**config.mk**
```make
export PLATFORM = sky130hd
export DESIGN_NAME = scpm_regs
export DESIGN_NICKNAME = d
export VERILOG_FILES = /design/src/rtl/scpm_pkg.sv /design/src/rtl/scpm_regs.sv
export VERILOG_INCLUDE_DIRS = /design/src /design/src/rtl
export SDC_FILE = /design/constraint.sdc
export NUM_CORES = 1
export LEC_CHECK = 0
export BUFFER_PORTS_ARGS = -buffer_cell sky130_fd_sc_hd__buf_2
export CAP_MARGIN = 20
export CELL_PAD_IN_SITES_DETAIL_PLACEMENT = 1
export CELL_PAD_IN_SITES_GLOBAL_PLACEMENT = 2
export CORE_AREA = 3 3 80 82
export CTS_CLUSTER_SIZE = 16
export DETAILED_ROUTE_END_ITERATION = 10
export DIE_AREA = 0 0 83 85
export PLACE_DENSITY = 0.74
export SLEW_MARGIN = 0
export SYNTH_ARGS = -nofsm -noshare
export SYNTH_HDL_FRONTEND = slang
export SYNTH_SLANG_ARGS = --single-unit
```
**constraint.sdc**
```tcl
create_clock -name clock -period 0.8 [get_ports clock]
set_input_delay 0 -clock clock [delete_from_list [all_inputs] [get_ports clock]]
set_output_delay 0 -clock clock [all_outputs]
set_load 0.01 [all_outputs]
```
**src/rtl/scpm_defs.svh**
```systemverilog
`ifndef SCPM_DEFS_SVH
`define SCPM_DEFS_SVH

// ----------------------------------------
// configuration offsets
// ----------------------------------------
`define SCPM_LAT_OFS        8'h3E
`define SCPM_CAP_LIST_OFS   8'h44
`define SCPM_CAPS_OFS       8'h46

// ----------------------------------------
// reset values
// ----------------------------------------
`define SCPM_LAT_RESET      8'h04
`define SCPM_CAP_LIST_RESET 16'h0001
`define SCPM_CAPS_RESET     16'h7E02
`define SCPM_WAKE_RESET     1'b0

// ----------------------------------------
// field values
// ----------------------------------------
`define SCPM_CAP_KIND       8'h01
`define SCPM_NEXT_PTR       8'h00
`define SCPM_WAKE_STATES    4'hF
`define SCPM_STATES_SUP     2'h3
`define SCPM_AUX_NONE       3'h0
`define SCPM_AUX_55MA       3'h1
`define SCPM_RSVD_CLK       2'h0
`define SCPM_SPEC_REV       3'h2

// ----------------------------------------
// field positions
// ----------------------------------------
`define SCPM_AUX_WAKE_BIT   4

`endif

```
**src/rtl/scpm_pkg.sv**
```systemverilog
package scpm_pkg;

    typedef logic [7:0]  scpm_byte_t;
    typedef logic [15:0] scpm_word_t;
    typedef logic [31:0] scpm_dword_t;

endpackage

```
**src/rtl/scpm_regs.sv**
```systemverilog
// Contract
// - latency byte at 3Eh resets to 04h, requesting very high bus priority
// - latency byte loaded only by EEPROM loader; host sees it read-only
// - capability entry at 44h returns 01h in bits 7..0
// - capability entry bits 15..8 return 00h, ending the list
// - caps bit 15 mirrors general control bit 4, D3cold wake support
// - caps bits 14..11 return 1111b, wake from D3hot, D2, D1, D0
// - caps word reads 7E22h after reset; all bits read-only, bit 15 set only from general control
// - caps bits 10 and 9 read 1, D2 and D1 supported
// - aux current bits 8..6 read 000b, or 001b when D3cold wake set
// - caps bits 2..0 read 010b, power management revision 1.1
// - bit 5 reads 1 for device init; bits 4 and 3 read 0
`timescale 1ns/1ps
`include "scpm_defs.svh"

module scpm_regs
    import scpm_pkg::*;
#(
    parameter logic DSI_REQUIRED = 1'b1
) (
    input  wire logic        clock,
    input  wire logic        nrst,
    input  wire logic        cfg_rd,
    input  wire logic        cfg_wr,
    input  wire logic [7:2]  cfg_addr,
    input  wire logic [3:0]  cfg_be,
    input  wire logic [31:0] cfg_wdata,
    output      logic [31:0] cfg_rdata,
    output      logic        cfg_ack,
    input  wire logic        ee_load,
    input  wire logic [7:0]  ee_data,
    input  wire logic [7:0]  gen_ctrl,
    output      logic [7:0]  latency_requirement_field,
    output      logic        wake_from_unpowered_flag
);

    // ----------------------------------------
    // decode
    // ----------------------------------------
    scpm_byte_t  next_latency;
    scpm_word_t  cap_list_entry;
    scpm_word_t  caps_word;
    scpm_dword_t read_mux;
    scpm_dword_t pm_dword;
    scpm_dword_t lat_dword;
    scpm_dword_t next_rdata;
    logic        next_ack;
    logic [2:0]  aux_current;
    logic        hit_lat;
    logic        hit_pm;
    logic        aux_power_wake_config_bit;
    logic        unused_ok;

    localparam scpm_byte_t LAT_OFS = `SCPM_LAT_OFS;
    localparam scpm_byte_t CAP_OFS = `SCPM_CAP_LIST_OFS;

    assign hit_lat                   = cfg_addr == LAT_OFS[7:2];
    assign hit_pm                    = cfg_addr == CAP_OFS[7:2];
    assign aux_power_wake_config_bit = gen_ctrl[`SCPM_AUX_WAKE_BIT];
    assign unused_ok                 = ^{cfg_be, cfg_wdata};

    // latency byte only follows the loader, host writes are dropped
    assign next_latency   = ee_load ? ee_data : latency_requirement_field;

    assign cap_list_entry = {`SCPM_NEXT_PTR, `SCPM_CAP_KIND};

    assign aux_current    = wake_from_unpowered_flag ? `SCPM_AUX_55MA : `SCPM_AUX_NONE;

    assign caps_word = {wake_from_unpowered_flag,
                        `SCPM_WAKE_STATES,
                        `SCPM_STATES_SUP,
                        aux_current,
                        DSI_REQUIRED,
                        `SCPM_RSVD_CLK,
                        `SCPM_SPEC_REV};

    assign pm_dword   = {caps_word, cap_list_entry};
    assign lat_dword  = {8'h00, latency_requirement_field, 16'h0000};
    assign read_mux   = hit_pm  ? pm_dword :
                        hit_lat ? lat_dword :
                                  32'h0000_0000;
    assign next_rdata = cfg_rd ? read_mux : 32'h0000_0000;
    assign next_ack   = (cfg_rd || cfg_wr) && !unused_ok ? 1'b1 : (cfg_rd || cfg_wr);

    // ----------------------------------------
    // latency storage
    // ----------------------------------------
    always_ff @(posedge clock or negedge nrst) begin
        if (!nrst) begin
            latency_requirement_field <= `SCPM_LAT_RESET;
        end else begin
            latency_requirement_field <= next_latency;
        end
    end

    // ----------------------------------------
    // wake flag copy
    // ----------------------------------------
    always_ff @(posedge clock or negedge nrst) begin
        if (!nrst) begin
            wake_from_unpowered_flag <= `SCPM_WAKE_RESET;
        end else begin
            wake_from_unpowered_flag <= aux_power_wake_config_bit;
        end
    end

    // ----------------------------------------
    // configuration answer
    // ----------------------------------------
    always_ff @(posedge clock or negedge nrst) begin
        if (!nrst) begin
            cfg_rdata <= 32'h0000_0000;
            cfg_ack   <= 1'b0;
        end else begin
            cfg_rdata <= next_rdata;
            cfg_ack   <= next_ack;
        end
    end
endmodule

```
# Word-level counts from Yosys, hierarchy flattened
# Index checks and enable logic that the tools add are counted.
[totals] ff_bits=42 latch_bits=0 ramBits=0 mem_bits_ro=0 input_bits=63 output_inout_bits=42 word_cells=15 mem_count=0
[op_classes] add_sub_neg=0 n_mul=0 div=0 n_lt_le_gt_ge=0 n_eq_ne=2 shifts=0 n_mux=5 n_bitwise=0 reduce_logical=4
[op_table] operator="$mux W32" count=2
[op_table] operator="$reduce_xor A36 Y1" count=1
[op_table] operator="$mux W24" count=1
[op_table] operator="$eq A6 B4 Y1 const B" count=1
[op_table] operator="$eq A6 B5 Y1 const B" count=1
[op_table] operator="$mux W1" count=2
[op_table] operator="$logic_and A1 B1 Y1" count=1
[op_table] operator="$logic_not A1 Y1" count=1
[op_table] operator="$logic_or A1 B1 Y1" count=1

# Depth between registers and ports, before layout
[depth] depth_word=4 ltp_mapped=3 mapped_depth_nobuf=3

# Worst setup path after synthesis
# OpenSTA, ideal clock, no wires.
[synth_timing] path_kind="flip-flop to flip-flop" from="reg latency_requirement_field[6] (netlist name)" to="reg latency_requirement_field[6]" setup_time_ns=0.128 t_arrival_ns=0.675 required_time_ns=0.672 path_slack_ns=-0.003 path_stages_with_launch=2 n_path_buf=0 synth_period_minus_slack_ns=0.803 cell_sequence="dfrtp_1 > mux2_1"
[synth_lines] item="end signal: assignment" line="scpm_regs.sv:90" text="latency_requirement_field <= `SCPM_LAT_RESET;"
[synth_lines] item="end signal: assignment" line="scpm_regs.sv:92" text="latency_requirement_field <= next_latency;"
[synth_lines] item="end: declaration" line="scpm_regs.sv:33" text="output logic [7:0] latency_requirement_field,"

# Worst setup path in the final report
[layout_timing] from="reg latency_requirement_field[3]" to="out latency_requirement_field[3]"
# No word-level cell between the ends.

==> flow_metrics.env <==
export IMPL_status="complete, but fails checks"
export IMPL_violations="negative setup slack"
export IMPL_holdCritPathClass="in -> reg"
export IMPL_dieArea_mm2=0.00706
export IMPL_synth_simple_area_share=0.134
export IMPL_critPathCaptureType="primary output"
export IMPL_max_freq_mhz=1120
export IMPL_grt_overflow_total=0
export IMPL_drt_iter0_drc=18
export IMPL_area_growth_syn_to_layout_pct=66.8
export IMPL_wl_met1_um=1010
export IMPL_grt_usage=0.0674
export IMPL_criticalPathCategory="reg -> out"
export IMPL_io_pins=105
export IMPL_drcViolationCount=0
export IMPL_postSynthAreaPerCell_um2=12.9
export IMPL_place_hpwl_um=1920
export IMPL_rsz0062_at_grt="yes"
export IMPL_core_mm2=0.00582
export IMPL_die_h_um=85
export IMPL_drv_slew=0
export IMPL_top_layer="met3"
export IMPL_final_cells=209
export IMPL_yosys_warnings=0
export IMPL_drt_total_wl_um=2300
export IMPL_numCtsBuffers=3
export IMPL_grt_pass1_vias=710
export IMPL_htreeDepth=1
export IMPL_start_util=0.156
export IMPL_synth_top_family_by_area="buffers and inverters"
export IMPL_port_buffers=45
export IMPL_yosys_area_share_xor_xnor=0
export IMPL_maxCapViolations=0
export IMPL_wl_met3_um=193
export IMPL_ir_drop_mv=0.619
export IMPL_die_x_um=83
export IMPL_layout_nets=198
export IMPL_p_per_area_mw_per_mm2=1530
export IMPL_cts_tree="built"
export IMPL_rows=28
export IMPL_multiInputGateArea_um2=314
export IMPL_cts_buffer_depth=2
export IMPL_leakagePower_nw=0.769
export IMPL_cts_sinks=20
export IMPL_finalInstanceArea_mm2=0.00151
export IMPL_cts_root_buf="clkbuf_8"
export IMPL_critPathLaunchType="flip-flop"
export IMPL_seq_area_frac_synth=0.555
export IMPL_synth_cell_type_count=16
export IMPL_place_inst=190
export IMPL_rrSetupSlack_ns=-0.02
export IMPL_cp_data_arrival_time_ns=0.89
export IMPL_final_common_cell="buf_2"
export IMPL_clk_pin_slew_ns=0.07
export IMPL_period_needed_ns=0.894
export IMPL_routedWlPerCell_um=11.0
export IMPL_dr_total_vias=661
export IMPL_drt_pass1_iterations=2
export IMPL_pre_cts_ws_ns=-0.101
export IMPL_mostFrequentLayoutCells="buf_2, buf_6, dfrtp_1, conb_1, dlygate4sd3_1"
export IMPL_synthAdderAreaFrac=0
export IMPL_ant_nets=0
export IMPL_grt_pass1_wl_um=3700
export IMPL_worst_slack_ns=-0.0943
export IMPL_skew_ns=0.00349
export IMPL_finalSetupTns_ns=-0.951
export IMPL_register_area_um2=503
export IMPL_grt_max_degree=21
export IMPL_period_share=1.12
export IMPL_synthMuxAreaShare=0.0996
export IMPL_crit_required_ns=0.80
export IMPL_ys_seq_elements=20
export IMPL_syn_area_um2=905
export IMPL_via_per_inst=3.16
export IMPL_setup_viol=19
export IMPL_netlist_instances=70
export IMPL_place_area_mm2=0.00118
export IMPL_place_gp_congestion=0.701
export IMPL_synth_compound_area_frac=0.0194
export IMPL_worstPathMaxFanout=2
export IMPL_layout_drive_gt1_share=0.552
export IMPL_antenna_found_initial=0
export IMPL_hold_violations=0
export IMPL_fillers=690
export IMPL_met2_length_um=1090
export IMPL_antenna_cells=0
export IMPL_insertion_delay_ns=0.25
-- routing by layer --
metal / global-route usage / up-vias
met5: 0 / -
met4: 0.00892 / 0
met3: 0.0282 / 0
met2: 0.109 / 39
met1: 0.0870 / 304
li1: - / 318
-- registers in the layout, summed over array words and instances (netlist names) --
| name | count |
|---|---|
| cfg_ack | 1 |
| cfg_rdata | 10 |
| latency_requirement_field | 8 |
| wake_from_unpowered_flag | 1 |
-- final cells by class --
type,count,area share
timing repair buffer,68,0.360
sequential,20,0.333
multi-input combinational,42,0.208
tap,75,0.0622
clock buffer,4,0.0365
-- Yosys cell counts --
cell type / n / area [um^2]
dfrtp_1: 19 / 475
or2_1: 1 / 6.26
nor2_1: 3 / 11.3
nand3b_1: 1 / 7.51
and4b_4: 2 / 27.5
a22oi_1: 1 / 7.51
mux2_2: 2 / 22.5
buf_2: 1 / 5.00
nor4b_4: 1 / 23.8
and2b_1: 1 / 7.51
buf_4: 22 / 165
a21oi_1: 2 / 10.0
mux2_1: 6 / 67.6
dfstp_2: 1 / 26.3
conb_1: 1 / 3.75
and2_1: 6 / 37.5
-- worst max-delay path, cell delays in order, from the launching register on --
cell	delay (ns)
dfrtp_1	0.41
buf_6	0.13
buf_6	0.11
-- stage by stage --
| stage | util | hold WS (ns) | power [mW] |
|---|---|---|---|
| finish | 0.259 | 0.132 | 2.31 |
| global route | 0.259 | 0.152 | 2.46 |
| CTS | 0.245 | 0.128 | 2.33 |
| detailed placement | 0.202 | -0.0144 | 1.43 |
| global placement | 0.202 | -0.0231 | 1.42 |
| floorplan | - | -0.296 | 1.30 |
-- path summary, 6_finish.rpt --
path / from / endpoint / cells after the start
min in group asynchronous: nrst / wake_from_unpowered_flag$_DFF_PN0_ / 2
worst max register to register: latency_requirement_field[2]$_DFFE_PN1P_ / latency_requirement_field[2]$_DFFE_PN1P_ / 2
worst min register to register: latency_requirement_field[0]$_DFFE_PN0P_ / latency_requirement_field[0]$_DFFE_PN0P_ / 1
max in group asynchronous: nrst / cfg_rdata[30]$_DFF_PN0_ / 2
worst min-delay path: cfg_addr[7] / cfg_rdata[17]$_DFF_PN0_ / 4
worst max-delay path: latency_requirement_field[3]$_DFFE_PN0P_ / latency_requirement_field[3] / 2
-- power by group --
group / switching, mW / internal, mW / total, mW
clock: 0.316 / 0.437 / 0.753
combinational: 0.179 / 0.267 / 0.446
sequential: 0.0429 / 1.06 / 1.11
-- logic make-up after synthesis --
kind of cell           count (synthesis)
AOI/OAI and AO/OA                      3
other                                  1
muxes                                  8
buffers and inverters                 23
and+or+nand+nor                       15
DFF                                   20
-- what timing repair did --
action | 4_1_cts | 5_1_grt
setup endpoints to repair | 16 | 29
endpoints found under the hold margin | 29 | 0
setup buffers | 3 | 0
resized for setup | 11 | 16
hold buffers | 12 | 0
gates cloned | 0 | 0
Note: power is estimated with default switching activity, not from simulation.
